$ cat src/shared/vps_pkg.sv
// constants and types for the vibration sensor pin trigger and status block
package vps_pkg;
  // capture modes (low two bits of the record control field)
  typedef enum logic [1:0] {
    VPS_MODE_MTC  = 2'b00, // manual_time_capture_mode
    VPS_MODE_MANUAL_SPECTRUM_MODE = 2'b01, // manual_spectrum_mode
    VPS_MODE_AUTOMATIC_SPECTRUM_MODE = 2'b10, // automatic_spectrum_mode
    VPS_MODE_RTS  = 2'b11  // real-time streaming
  } vps_mode_t;

  // controller state
  typedef enum logic [2:0] {
    VPS_ST_IDLE   = 3'b000, // ready, port released
    VPS_ST_CMD    = 3'b001, // command executing
    VPS_ST_CAP    = 3'b010, // record capture running
    VPS_ST_LOAD   = 3'b011, // streaming: loading output buffers
    VPS_ST_READY  = 3'b100, // streaming: data ready for readout
    VPS_ST_RELOAD = 3'b101  // reload of parameters after reset
  } vps_state_t;

  localparam int unsigned VPS_TRIG_EN_BIT     = 12;
  localparam logic [15:0] VPS_CMD_CAPTURE     = 16'h0800;
  localparam logic [15:0] VPS_CMD_ESCAPE      = 16'h00e8;
  localparam int unsigned VPS_SYNC_STAGES     = 2;
  localparam int unsigned VPS_CLK_MHZ         = 25;
  // least trigger pulse width 50 ns, rounded up to cycles
  localparam int unsigned VPS_SYNC_MIN_NS     = 50;
  localparam int unsigned VPS_SYNC_MIN_CYC    =
    (VPS_SYNC_MIN_NS * VPS_CLK_MHZ + 999) / 1000;
  // default lengths in cycles of simulated internal work
  localparam int unsigned VPS_CMD_CYC_DEF     = 64;
  localparam int unsigned VPS_REC_CYC_DEF     = 256;
  localparam int unsigned VPS_LOAD_CYC_DEF    = 16;
  localparam int unsigned VPS_RELOAD_CYC_DEF  = 128;
  localparam int unsigned VPS_CNT_W           = 16;
  localparam logic [1:0]  VPS_ALARM_RST       = 2'b00;
endpackage

$ cat src/hw/vps_pin_ctrl.sv
// control and status pin logic of a triaxial vibration sensor module
// Behaviour
// - trigger edge sensitive in manual modes, level sensitive in streaming/auto, enabled by control bit twelve
// - manual modes: rising trigger edge starts capture
// - streaming/auto: convert while trigger high, finish record
// - streaming: busy low while loading, high when ready
// - other modes: refuse port, busy while executing
// - completion releases port, busy output goes high
// - escape write 0x00e8 accepted while executing a command or capturing, aborts
// - alarm pins from alarm control, off in streaming
// - supply monitor low on overtemperature shutdown
// - reset low: known state, reload parameters
`timescale 1ns/100ps
module vps_pin_ctrl #(
  parameter int unsigned CMD_CYC    = vps_pkg::VPS_CMD_CYC_DEF,
  parameter int unsigned REC_CYC    = vps_pkg::VPS_REC_CYC_DEF,
  parameter int unsigned LOAD_CYC   = vps_pkg::VPS_LOAD_CYC_DEF,
  parameter int unsigned RELOAD_CYC = vps_pkg::VPS_RELOAD_CYC_DEF
) (
  input  wire logic        CLOCK,
  input  wire logic        SRST,
  input  wire logic        RESET_N,
  input  wire logic        TRIGGER,
  input  wire logic [15:0] MISC_CONTROL,
  input  wire logic [1:0]  MODE,
  input  wire logic        CMD_VALID,
  input  wire logic [15:0] CMD_DATA,
  input  wire logic [1:0]  ALARM_CONTROL,
  input  wire logic [1:0]  ALARM_EVENT,
  input  wire logic        OVER_TEMP,
  output logic             BUSY,
  output logic             PORT_REFUSE,
  output logic             CMD_ACCEPT,
  output logic             CAPTURE_DONE,
  output logic             CONVERTING,
  output logic             RELOAD_ACTIVE,
  output logic             ALARM_OUT_ONE,
  output logic             ALARM_OUT_TWO,
  output logic             SUPPLY_MONITOR_OUT
);

  // trigger synchroniser; stage zero read only by stage one
  logic [vps_pkg::VPS_SYNC_STAGES-1:0] trig_sync_q;
  logic                                trig_prev_q;   // edge history
  logic [vps_pkg::VPS_CNT_W-1:0]       cnt_q;         // work counter
  logic [vps_pkg::VPS_CNT_W-1:0]       cnt_d;
  vps_pkg::vps_state_t                 state_q;
  vps_pkg::vps_state_t                 state_d;
  logic                                rst_n_q;       // reset pin history
  logic                                stop_q;        // stop after record
  logic                                stop_d;

  // decoded conditions
  wire trig_lvl    = trig_sync_q[vps_pkg::VPS_SYNC_STAGES-1];
  wire trig_en     = MISC_CONTROL[vps_pkg::VPS_TRIG_EN_BIT];
  wire trig_rise   = trig_en & trig_lvl & ~trig_prev_q;
  wire mode_manual = (MODE == vps_pkg::VPS_MODE_MTC) |
                     (MODE == vps_pkg::VPS_MODE_MANUAL_SPECTRUM_MODE);
  wire mode_rts    = (MODE == vps_pkg::VPS_MODE_RTS);
  wire mode_level  = mode_rts | (MODE == vps_pkg::VPS_MODE_AUTOMATIC_SPECTRUM_MODE);
  wire run_level   = trig_en & trig_lvl;
  wire is_escape   = CMD_VALID & (CMD_DATA == vps_pkg::VPS_CMD_ESCAPE);
  wire is_capture  = CMD_VALID & (CMD_DATA == vps_pkg::VPS_CMD_CAPTURE);
  wire reset_fall  = rst_n_q & ~RESET_N;
  wire cnt_zero    = (cnt_q == '0);
  wire busy_state  = (state_q == vps_pkg::VPS_ST_CMD) |
                     (state_q == vps_pkg::VPS_ST_CAP) |
                     (state_q == vps_pkg::VPS_ST_RELOAD);
  // commands only taken when idle, or when streaming with data ready
  wire port_open   = (state_q == vps_pkg::VPS_ST_IDLE) |
                     (state_q == vps_pkg::VPS_ST_READY);
  wire cmd_take    = CMD_VALID & port_open & ~is_escape;
  wire escape_take = is_escape & busy_state &
                     (state_q != vps_pkg::VPS_ST_RELOAD);
  wire start_cap   = (mode_manual & (trig_rise | is_capture)) |
                     (mode_level & run_level);

  // counter load value, cut to counter width
  function automatic logic [vps_pkg::VPS_CNT_W-1:0] cyc(
    input int unsigned n
  );
    cyc = vps_pkg::VPS_CNT_W'(n - 1);
  endfunction

  // synchroniser and edge history
  always_ff @(posedge CLOCK) begin
    if (SRST) begin
      trig_sync_q <= '0;
      trig_prev_q <= 1'b0;
      rst_n_q     <= 1'b1;
    end else begin
      trig_sync_q <= {trig_sync_q[vps_pkg::VPS_SYNC_STAGES-2:0],
                      TRIGGER};
      trig_prev_q <= trig_lvl;
      rst_n_q     <= RESET_N;
    end
  end

  // next state; reset pin overrides everything
  always_comb begin
    state_d = state_q;
    cnt_d   = cnt_zero ? cnt_q : cnt_q - 1'b1;
    stop_d  = stop_q;
    if (!RESET_N || reset_fall) begin
      // hold known state while the pin is low
      state_d = vps_pkg::VPS_ST_RELOAD;
      cnt_d   = cyc(RELOAD_CYC);
      stop_d  = 1'b0;
    end else begin
      unique case (state_q)
        vps_pkg::VPS_ST_IDLE: begin
          if (start_cap && (mode_manual || run_level)) begin
            state_d = mode_rts ? vps_pkg::VPS_ST_LOAD
                               : vps_pkg::VPS_ST_CAP;
            cnt_d   = mode_rts ? cyc(LOAD_CYC) : cyc(REC_CYC);
            stop_d  = 1'b0;
          end else if (cmd_take && !mode_rts) begin
            state_d = vps_pkg::VPS_ST_CMD;
            cnt_d   = cyc(CMD_CYC);
          end
        end
        vps_pkg::VPS_ST_CMD: begin
          if (escape_take || cnt_zero)
            state_d = vps_pkg::VPS_ST_IDLE;
        end
        vps_pkg::VPS_ST_CAP: begin
          if (escape_take) begin
            state_d = vps_pkg::VPS_ST_IDLE;
          end else if (cnt_zero) begin
            // level modes keep recording while trigger held
            if (mode_level && run_level) begin
              cnt_d = cyc(REC_CYC);
            end else begin
              state_d = vps_pkg::VPS_ST_IDLE;
            end
          end
        end
        vps_pkg::VPS_ST_LOAD: begin
          if (cnt_zero) begin
            state_d = vps_pkg::VPS_ST_READY;
            cnt_d   = cyc(REC_CYC);
          end
        end
        vps_pkg::VPS_ST_READY: begin
          // remember a stop request, honour it at record end
          if (!run_level) stop_d = 1'b1;
          if (cnt_zero) begin
            if (stop_q || !run_level || !mode_rts) begin
              state_d = vps_pkg::VPS_ST_IDLE;
            end else begin
              state_d = vps_pkg::VPS_ST_LOAD;
              cnt_d   = cyc(LOAD_CYC);
            end
          end
        end
        vps_pkg::VPS_ST_RELOAD: begin
          if (cnt_zero) state_d = vps_pkg::VPS_ST_IDLE;
        end
        default: state_d = vps_pkg::VPS_ST_IDLE;
      endcase
    end
  end

  // state registers
  always_ff @(posedge CLOCK) begin
    if (SRST) begin
      state_q <= vps_pkg::VPS_ST_RELOAD;
      cnt_q   <= cyc(RELOAD_CYC);
      stop_q  <= 1'b0;
    end else begin
      state_q <= state_d;
      cnt_q   <= cnt_d;
      stop_q  <= stop_d;
    end
  end

  // registered outputs; alarms silenced in streaming mode
  always_ff @(posedge CLOCK) begin
    if (SRST) begin
      BUSY               <= 1'b0;
      PORT_REFUSE        <= 1'b1;
      CMD_ACCEPT         <= 1'b0;
      CAPTURE_DONE       <= 1'b0;
      CONVERTING         <= 1'b0;
      RELOAD_ACTIVE      <= 1'b1;
      ALARM_OUT_ONE      <= vps_pkg::VPS_ALARM_RST[0];
      ALARM_OUT_TWO      <= vps_pkg::VPS_ALARM_RST[1];
      SUPPLY_MONITOR_OUT <= 1'b1;
    end else begin
      // busy low while executing or loading buffers
      BUSY          <= (state_d == vps_pkg::VPS_ST_IDLE) |
                       (state_d == vps_pkg::VPS_ST_READY);
      PORT_REFUSE   <= ~((state_d == vps_pkg::VPS_ST_IDLE) |
                         (state_d == vps_pkg::VPS_ST_READY));
      CMD_ACCEPT    <= RESET_N & (cmd_take | escape_take);
      CAPTURE_DONE  <= RESET_N & (state_q == vps_pkg::VPS_ST_CAP) &
                       (state_d == vps_pkg::VPS_ST_IDLE);
      CONVERTING    <= (state_d == vps_pkg::VPS_ST_CAP) |
                       (state_d == vps_pkg::VPS_ST_LOAD) |
                       (state_d == vps_pkg::VPS_ST_READY);
      RELOAD_ACTIVE <= (state_d == vps_pkg::VPS_ST_RELOAD);
      ALARM_OUT_ONE <= ~mode_rts & ALARM_CONTROL[0] &
                       ALARM_EVENT[0];
      ALARM_OUT_TWO <= ~mode_rts & ALARM_CONTROL[1] &
                       ALARM_EVENT[1];
      SUPPLY_MONITOR_OUT <= ~OVER_TEMP;
    end
  end

endmodule

$ cat config.mk
export PLATFORM = sky130hd
export DESIGN_NAME = vps_pin_ctrl
export DESIGN_NICKNAME = d
export VERILOG_FILES = /design/src/shared/vps_pkg.sv /design/src/hw/vps_pin_ctrl.sv
export SDC_FILE = /design/constraint.sdc
export NUM_CORES = 1
export LEC_CHECK = 0
export BUFFER_PORTS_ARGS = -buffer_cell sky130_fd_sc_hd__buf_2
export CAP_MARGIN = 15
export CORE_MARGIN = 5
export CORE_UTILIZATION = 35
export CTS_CLUSTER_SIZE = 8
export DETAILED_ROUTE_END_ITERATION = 8
export GPL_ROUTABILITY_DRIVEN = 0
export PLACE_DENSITY = 0.59
export SLEW_MARGIN = 15
export SYNTH_ARGS = -nofsm -noshare
export SYNTH_HDL_FRONTEND = slang
export SYNTH_SLANG_ARGS = --single-unit
$ cat constraint.sdc
create_clock -name CLOCK -period 6.9 [get_ports CLOCK]
set_clock_uncertainty 0.05 [all_clocks]
set_input_delay 1.38 -clock CLOCK [delete_from_list [all_inputs] [get_ports CLOCK]]
set_output_delay 1.38 -clock CLOCK [all_outputs]
set_load 0.01 [all_outputs]
### Yosys cells after proc, flatten, opt, wreduce, memory -nomap -nowiden

Index checks and enable logic that the tools add are counted.

* register bits after elaboration: 33
* input port bits: 44
* output and inout bits: 9
* logic and storage cells: 113

* $add $sub $neg: 1
* equal/unequal tests: 17
* muxes and demuxes: 27
* bitwise logic cells: 35
* reduce and logical (&&, ||, !) cells: 18

Operator list (count)
* $mux 16: 9
* $pmux 16 s4: 1
* $mux 3: 10
* $and 1x1->1: 18
* $pmux 3 s6: 1
* $eq 16x12->1 const B: 1
* $eq 16x8->1 const B: 1
* $logic_not 16->1: 1
* $sub 16x1->16 const B: 1
* $eq 3x2->1 const B: 4
* $eq 3x3->1 const B: 4
* $or 1x1->1: 11
* $mux 8: 1
* $logic_not 3->1: 2
* $not 1->1: 6
* $logic_or 1x1->1: 5
* $eq 2x2->1 const B: 2
* $eq 3x1->1 const B: 1
* $logic_and 1x1->1: 3
* $logic_not 1->1: 3
* $mux 1: 3
* $ne 3x3->1 const B: 1
* $reduce_and 3->1: 1
* $eq 2x1->1 const B: 1
* other kinds (7): 7

### Depth between registers and ports, before layout

Gate-level depths: netlist of run 1.

* word-level depth: 12
* gate-level depth with buffers: 9
* gate-level depth less buffers: 8

### Worst setup path after synthesis of run 1

No wires, ideal clock.

* path kind: input -> register
* start point: in CMD_DATA[4]
* end point: reg cnt_q[10] (netlist bit)
* arrival: 2814 ps
* required time: 6713 ps
* path slack: 3899 ps
* cell stages on the path: 6
* cells stage by stage: nor4b_1 > and3_1 > a41o_1 > nor3b_1 > a22oi_1 > a21oi_1

* longest elaborated chain between the ends: 8

RTL lines
* start: declaration: RTL line vps_pin_ctrl.sv:27 `input wire logic [15:0] CMD_DATA,`
* $eq 16x12->1 or $eq 16x8->1 (tied branches): RTL line vps_pin_ctrl.sv:63, vps_pin_ctrl.sv:62
* $and 1x1->1, on equally long branches: RTL line vps_pin_ctrl.sv:63, vps_pin_ctrl.sv:62
* $or 1x1->1 or $not 1->1 (tied branches): RTL line vps_pin_ctrl.sv:75, vps_pin_ctrl.sv:72
* $and 1x1->1, on equally long branches: RTL line vps_pin_ctrl.sv:75, vps_pin_ctrl.sv:72
* $or 1x1->1 or $logic_and 1x1->1 (tied branches): RTL line vps_pin_ctrl.sv:75, vps_pin_ctrl.sv:117
* $logic_and 1x1->1 or $mux 16 (tied branches): RTL line vps_pin_ctrl.sv:112, vps_pin_ctrl.sv:117
* $mux 16: RTL line vps_pin_ctrl.sv:112 `if (start_cap && (mode_manual || run_level)) begin`
* $pmux 16 s4 (*): RTL line vps_pin_ctrl.sv:110 `unique case (state_q)`
* end signal: assignment: RTL line vps_pin_ctrl.sv:168 `cnt_q <= cyc(RELOAD_CYC);`
* end signal: assignment: RTL line vps_pin_ctrl.sv:172 `cnt_q <= cnt_d;`
* end: declaration: RTL line vps_pin_ctrl.sv:45 `logic [vps_pkg::VPS_CNT_W-1:0] cnt_q;`

Mark *: on every way between the ends. The rest lies on a longest branch, timed or not.
A chain may end at the register's enable or synchronous reset.

### Worst setup path in the final report of run 1

* start point: in CMD_DATA[4]
* end point: reg cnt_q[9] (netlist bit)

Same word-level chain as after synthesis.

==> results of run 1 <==
kinds of logic (layout without fill, tap and decap cells):
group,Yosys count,after routing,synth area share (%)
buffers and inverters,13,52,2.67
AO/OA/AOI/OAI,63,63,22.1
adder cells (fa/ha/maj),3,3,2.05
AND/OR/NAND/NOR,105,105,33.4
flip-flops,32,32,35.0
XOR/XNOR,10,10,4.79
cell usage after synthesis, types with 2 or more instances:
| master | number | share of area, % |
|---|---|---|
| sky130_fd_sc_hd__a21o_1 | 2 | 0.82 |
| sky130_fd_sc_hd__a21oi_1 | 20 | 5.5 |
| sky130_fd_sc_hd__a221oi_1 | 2 | 0.96 |
| sky130_fd_sc_hd__a22oi_1 | 2 | 0.82 |
| sky130_fd_sc_hd__a31oi_1 | 2 | 0.68 |
| sky130_fd_sc_hd__and2_1 | 2 | 0.68 |
| sky130_fd_sc_hd__and3_1 | 4 | 1.4 |
| sky130_fd_sc_hd__clkbuf_1 | 5 | 1.0 |
| sky130_fd_sc_hd__dfxtp_1 | 32 | 35 |
| sky130_fd_sc_hd__ha_1 | 3 | 2.1 |
| sky130_fd_sc_hd__inv_1 | 7 | 1.4 |
| sky130_fd_sc_hd__nand2_1 | 13 | 2.7 |
| sky130_fd_sc_hd__nand2b_1 | 8 | 2.7 |
| sky130_fd_sc_hd__nand3_1 | 10 | 2.7 |
| sky130_fd_sc_hd__nand4_1 | 6 | 2.1 |
| sky130_fd_sc_hd__nor2_1 | 16 | 3.3 |
| sky130_fd_sc_hd__nor2b_1 | 6 | 2.1 |
| sky130_fd_sc_hd__nor3_1 | 9 | 2.5 |
| sky130_fd_sc_hd__nor3b_1 | 4 | 1.6 |
| sky130_fd_sc_hd__nor4_1 | 11 | 3.8 |
| sky130_fd_sc_hd__nor4b_1 | 2 | 0.96 |
| sky130_fd_sc_hd__o2111ai_1 | 2 | 0.96 |
| sky130_fd_sc_hd__o211ai_1 | 2 | 0.82 |
| sky130_fd_sc_hd__o21ai_0 | 15 | 4.1 |
| sky130_fd_sc_hd__or2_2 | 2 | 0.68 |
| sky130_fd_sc_hd__or3_1 | 4 | 1.4 |
| sky130_fd_sc_hd__or4_4 | 3 | 1.8 |
| sky130_fd_sc_hd__xnor2_1 | 7 | 3.3 |
| sky130_fd_sc_hd__xor2_1 | 3 | 1.4 |
where the power goes:
part | leakage, uW | switching (uW) | internal, uW
Clock | 0.0000445 | 70.5 | 81.1
Sequential | 0.000260 | 1.29 | 187
Combinational | 0.000518 | 10.7 | 9.74
worst max-delay path, stage by stage:
cell,delay (ns)
sky130_fd_sc_hd__buf_2,0.10
sky130_fd_sc_hd__nor4b_1,0.34
sky130_fd_sc_hd__nand3_1,0.21
sky130_fd_sc_hd__o2111ai_1,0.43
sky130_fd_sc_hd__nor3b_1,0.43
sky130_fd_sc_hd__a22oi_1,0.31
sky130_fd_sc_hd__a21oi_1,0.21
layout by cell type, fill, tap and decap left out, types with 6 or more instances in the layout:
cell / netlist / final
sky130_fd_sc_hd__a21oi_1: 20 / 20
sky130_fd_sc_hd__nand3_1: 10 / 10
sky130_fd_sc_hd__dfxtp_1: 32 / 32
sky130_fd_sc_hd__nand2b_1: 8 / 8
sky130_fd_sc_hd__nor2_1: 16 / 16
sky130_fd_sc_hd__inv_1: 7 / 7
sky130_fd_sc_hd__clkbuf_8: 0 / 6
sky130_fd_sc_hd__nand2_1: 13 / 13
sky130_fd_sc_hd__nor4_1: 11 / 11
sky130_fd_sc_hd__o21ai_0: 15 / 15
sky130_fd_sc_hd__xnor2_1: 7 / 7
sky130_fd_sc_hd__buf_2: 0 / 37
sky130_fd_sc_hd__nand4_1: 6 / 6
sky130_fd_sc_hd__nor2b_1: 6 / 6
sky130_fd_sc_hd__nor3_1: 9 / 9
state kept, by name, summed over array words and instances, names as in the netlist:
| name | count |
|---|---|
| state_q | 3 |
| BUSY | 1 |
| CMD_ACCEPT | 1 |
| CAPTURE_DONE | 1 |
| trig_prev_q | 1 |
| ALARM_OUT_TWO | 1 |
| cnt_q | 16 |
| SUPPLY_MONITOR_OUT | 1 |
| RELOAD_ACTIVE | 1 |
| PORT_REFUSE | 1 |
| ALARM_OUT_ONE | 1 |
| CONVERTING | 1 |
| stop_q | 1 |
| trig_sync_q | 2 |
cell type report:
| cell class | instances | area [um2] |
|---|---|---|
| fillers | 568 | 2930 |
| clock inverters | 1 | 7.51 |
| clock buffers | 7 | 86.3 |
| repair buffers | 37 | 185 |
| inverters | 7 | 26.3 |
| multi-input cells | 181 | 1140 |
| flip-flops and latches | 32 | 641 |
| well taps | 70 | 87.6 |
routing by layer:
layer	vias to the layer above	track usage (%)
met5	-	0
met4	0	5.15
met3	7	3.58
met2	60	22.7
met1	851	21.2
li1	938	-
through the flow:
stage / utilization, % / total power (uW) / instance area, um2 / setup WS (ns) / cells
6_report: 42.6 / 360 / 2170 / 3.65 / 335
5_1_grt: 42.6 / 374 / 2170 / 3.36 / 335
4_1_cts: 42.6 / 364 / 2170 / 3.70 / 335
3_5_place_dp: 40.7 / 212 / 2080 / 3.41 / 327
3_3_place_gp: 40.7 / 212 / 2080 / 3.37 / 327
2_1_floorplan: - / 200 / 1830 / 3.90 / 226
path summary, 6_finish.rpt:
check | startpoint | end | slack, ns | cells after the start
max | CMD_DATA[4] | cnt_q[9] | 3.65 | 7
min | trig_sync_q[0] | trig_sync_q[1] | 0.39 | 1
max reg2reg | cnt_q[0] | cnt_q[9] | 4.30 | 7
min reg2reg | trig_sync_q[0] | trig_sync_q[1] | 0.39 | 1
==> parameters.txt, run 1 <==
Parameter                              Value

Outcome
  Outcome    completed

Clock tree
  Clock tree from TritonCTS    done
  Clock buffer depth    2
  Total clock buffers created by CTS    5
  CTS clock-pin slew for the worst setup and hold paths    0.07 ns
  Number of H-tree levels    2
  Clk sink count    32
  Post-CTS Resized    0
  Worst-skew pair later-pin latency    0.28 ns
  Cts hold-fix bufs    0
  Root Driver    sky130_fd_sc_hd__clkbuf_8
  Number of buffers added for setup after CTS    0

GRT
  Remaining global-route overflow    0
  Global-route wire length before repair    8.09 mm
  Number of antenna violations at the first check in global routing    0
  Total GRT Usage    15.2%
  Vias in the first global route    1724
  Largest net degree at the start of global routing    17

Timing
  Total count of hold-check failures in the final report    0
  Shortest period the worst path allows    3.25 ns
  FMAX    308 MHz
  RSZ-0062 raised after global routing    false
  Max_slew headroom    52.7%
  Total Negative Setup Slacks    0 ns
  Post-Route Hold Slack    0.393 ns
  Transition at the pin with the smallest max-transition slack    0.704 ns
  Final worst-path cycle share    47.1%
  Number of pins exceeding their max-slew limit in the final report    0
  Setup violations, final    0

Final layout
  Layout-stage area growth over the synthesis result    18.8%
  Antenna Diode Count    0
  NumNets Final    311
  Fraction of final layout cells with drive strength greater than 1    20.0%

Yosys
  Total standard cell area after synthesis    1830 um2
  Proportion of synthesized flip-flops having asynchronous set or reset    0%
  Synthesized netlist net count    273
  Share of synthesized area occupied by flip-flops and latches    35.0%
  Flop and latch count out of synthesis    32
  Synth Flop Type    sky130_fd_sc_hd__dfxtp_1
  Unique masters post-synth    51
  Synthesized area per cell    8.10 um2
  Yosys warning total    0
  Number of enable-type register cells in the synthesized netlist    0
  Number of standard cells after synthesis    226

Floorplanning
  Row Count    26
  Area inside the core boundary    5110 um2
  I/O Pins    53
  Height of the die    82.3 um
  Effective utilization at floorplan    35.8%
  Die outline width    82.3 um
  Total die area    6780 um2

Power
  Pwr per Cell Area    165 nW/um2
  P_leak    0.000822 uW
  Worst IR Drop VDD    122 uV

Drt
  First DRT Iteration DRCs    182
  Drt total wl    4.82 mm
  Routed length per instance    14.4 um
  Uppermost metal layer occupied by signal nets    met4
  Number of DRC violations after detailed routing    0
  Met2 wire length    2.17 mm
  Ratio of routed vias to standard cells    5.54
  First-pass iteration count of the detailed router    4
  Met1 Routed Length    2.31 mm
  Count of vias placed by the detailed router    1856
  Number of nets with antenna violations after detailed routing    0
  Met3 routed wirelength    289 um

Place
  HPWL after DPL    3.65 mm
  # port buffers    37

Worst hold path
  Worst hold-check path type    reg -> reg

Setup path
  Critical Setup Path Class    in -> reg
  Data arrival time of the critical path    3.41 ns
  Crit Path Max Fanout    8
  Sort of element at the start of the critical path    input port
  Required time reported for the critical path endpoint    7.06 ns
  Crit end category    flop

Job
  Max-capacitance violation count    0
No activity file was read; power rests on OpenSTA's default activity.
==> inputs of run 2 (changes only) <==
clock period = 3.2 ns   (was 6.9 ns; I/O delays follow)
==> run 2 against run 1 <==
  * Core utilization is 0.29 points higher
  * Routed wire length fell by 2.4%
  * Clock power grew 110%
  * Critical path depth decreased by 1
  * Sequential power increased by 120%
  * Cell count is 0.60% higher
  * Via count shrank 0.27%
  * Hold slack worse by 0.0066 ns
  * Sequential share of layout area is 0.20 points lower
  * Final area rose by 0.69%
  * Global-route usage up 0.29 points
  * Flip-flop and latch count stayed put
==> parameters.txt, run 2 (same netlist as run 1, synthesis figures left out) <==
Parameter                              Value

Outcome
  Outcome    completed

Clock tree
  Number of buffers added for setup after CTS    0
  Clock tree from TritonCTS    done
  Total clock buffers created by CTS    5
  Cts hold-fix bufs    0
  Clk sink count    32
  CTS clock-pin slew for the worst setup and hold paths    0.07 ns
  Post-CTS Resized    0
  Clock buffer depth    2
  Number of H-tree levels    2
  Root Driver    sky130_fd_sc_hd__clkbuf_8
  Worst-skew pair later-pin latency    0.29 ns

Floorplanning
  Total die area    6780 um2
  Row Count    26
  I/O Pins    53
  Effective utilization at floorplan    35.8%
  Height of the die    82.3 um
  Die outline width    82.3 um
  Area inside the core boundary    5110 um2

Setup path
  Most numerous cell on the critical path    sky130_fd_sc_hd__or4_4
  Critical path buffers and inverters    0
  Worst-path cell chain    or4_4, or4_4, o22a_1, o21a_1, nor3_1, o221ai_1
  Critical Setup Path Class    reg -> reg
  Required time reported for the critical path endpoint    3.29 ns
  Sort of element at the start of the critical path    flop
  Data arrival time of the critical path    2.54 ns
  Crit Path Max Fanout    5
  Family of cells with the greatest summed delay on the critical path    simple AND/OR/NAND/NOR gates
  Crit path max-delay cell type    sky130_fd_sc_hd__or4_4
  Endpoint of the lowest-slack register-to-register path    cnt_q[2]
  Number of cell instances on the worst register-to-register path    6
  Setup slack on the worst flop-to-flop path    0.75 ns
  Launch instance of the worst register-to-register path    cnt_q[9]
  Worst path max stage delay    0.58 ns
  Crit end category    flop

Timing
  Total Negative Setup Slacks    0 ns
  Setup violations, final    0
  Final worst-path cycle share    76.7%
  Max_slew headroom    52.7%
  Number of pins exceeding their max-slew limit in the final report    0
  FMAX    408 MHz
  Total count of hold-check failures in the final report    0
  Post-Route Hold Slack    0.386 ns
  Transition at the pin with the smallest max-transition slack    0.704 ns
  Shortest period the worst path allows    2.45 ns
  RSZ-0062 raised after global routing    false

Final layout
  Final non-filler cell total    337
  Largest register FFs    16
  Fraction of final layout cells with drive strength greater than 1    20.6%
  Commonest cells after routing, fill and taps aside    sky130_fd_sc_hd__buf_2 (37), sky130_fd_sc_hd__dfxtp_1 (32), sky130_fd_sc_hd__a21oi_1 (20)
  Largest registers    cnt_q: 16 flops, state_q: 3 flops, trig_sync_q: 2 flops
  Commonest non-fill, non-tap cell in the layout    sky130_fd_sc_hd__buf_2
  Layout-stage area growth over the synthesis result    19.6%
  Antenna Diode Count    0
  NumNets Final    313
  Most flops, register    cnt_q
  Count of fill cells added during filler insertion    539

GRT
  Largest net degree at the start of global routing    17
  Total GRT Usage    15.5%
  Global-route wire length before repair    8.06 mm
  Vias in the first global route    1723
  Remaining global-route overflow    0
  Number of antenna violations at the first check in global routing    0

Place
  Placed cell count    329
  HPWL after DPL    3.65 mm
  # port buffers    37

Worst hold path
  Number of cells on the worst hold path    1
  Endpoint, Worst Hold    trig_sync_q[1]
  Worst hold-check path type    reg -> reg
  Worst min-delay path startpoint    trig_sync_q[0]

Drt
  Number of DRC violations after detailed routing    0
  First DRT Iteration DRCs    147
  Number of nets with antenna violations after detailed routing    0
  Routed length per instance    14.0 um
  Count of vias placed by the detailed router    1851
  Ratio of routed vias to standard cells    5.49
  Drt total wl    4.71 mm
  First-pass iteration count of the detailed router    5

Power
  Combinational power share    5.6%
  Power consumption    775 uW
  Net Sw Frac    22.8%
  Worst IR Drop VDD    255 uV
  Share of total power in sequential cells    52.3%
  Clock group share of total power    42.1%
  P_leak    0.000832 uW
  Internal portion of total power    598 uW
  Pwr per Cell Area    354 nW/um2
  Switching component of the power    176 uW

Job
  Max-capacitance violation count    0
[run 2: changes by cell type in the layout (fill, tap and decap cells not counted), sizes merged]
cell	delta
buf	+2
[run 2: worst reg2reg max path: cells and delay by family (launching register included)]
kind             cells  cell delay, ns
AO/OA/AOI/OAI        3            0.61
AND/OR/NAND/NOR      3            1.30
flip-flops           1            0.33
[run 2: worst max path at each step]
stage	start	slack [ns]	cells past startpoint	end
2_1_floorplan	CMD_DATA[4]	0.94	6	cnt_q[10]
3_3_place_gp	CMD_DATA[4]	0.48	8	cnt_q[15]
3_5_place_dp	CMD_DATA[13]	0.51	8	cnt_q[15]
4_1_cts	cnt_q[9]	0.76	6	CAPTURE_DONE
5_1_grt	CMD_DATA[4]	0.55	8	cnt_q[15]
6_report	cnt_q[9]	0.75	6	cnt_q[2]
[run 2: power by group through the flow]
stage	combinational [uW]	sequential (uW)	clock, uW
final	43.7	405	326
after global routing	49.8	405	354
after CTS	44.0	405	337
after detailed placement	43.9	414	0
after global placement	43.0	414	0
after floorplan	16.8	414	0
[run 2: area by class of cell]
type / count / area [um2] / area share (%)
clock buffer: 7 / 86.3 / 3.94
timing repair buffer: 39 / 200 / 9.14
clock inverter: 1 / 7.51 / 0.343
sequential: 32 / 641 / 29.3
inverter: 7 / 26.3 / 1.20
multi-input combinational: 181 / 1140 / 52.1
tap: 70 / 87.6 / 4.00
[run 2: per-layer routing]
layer	track usage, %	wire length [um]	up-vias
met2	23.3	2170	50
li1	-	-	936
met3	4.45	300	5
met1	20.7	2180	860
met4	5.98	55	0
met5	0	0	-
[run 2: per-stage QoR]
step / util, % / cell area [um2] / setup slack (ns)
floorplan: - / 1830 / 0.939
global placement: 41.0 / 2100 / 0.483
detailed placement: 41.0 / 2100 / 0.507
CTS: 42.9 / 2190 / 0.759
global route: 42.9 / 2190 / 0.551
finish: 42.9 / 2190 / 0.747
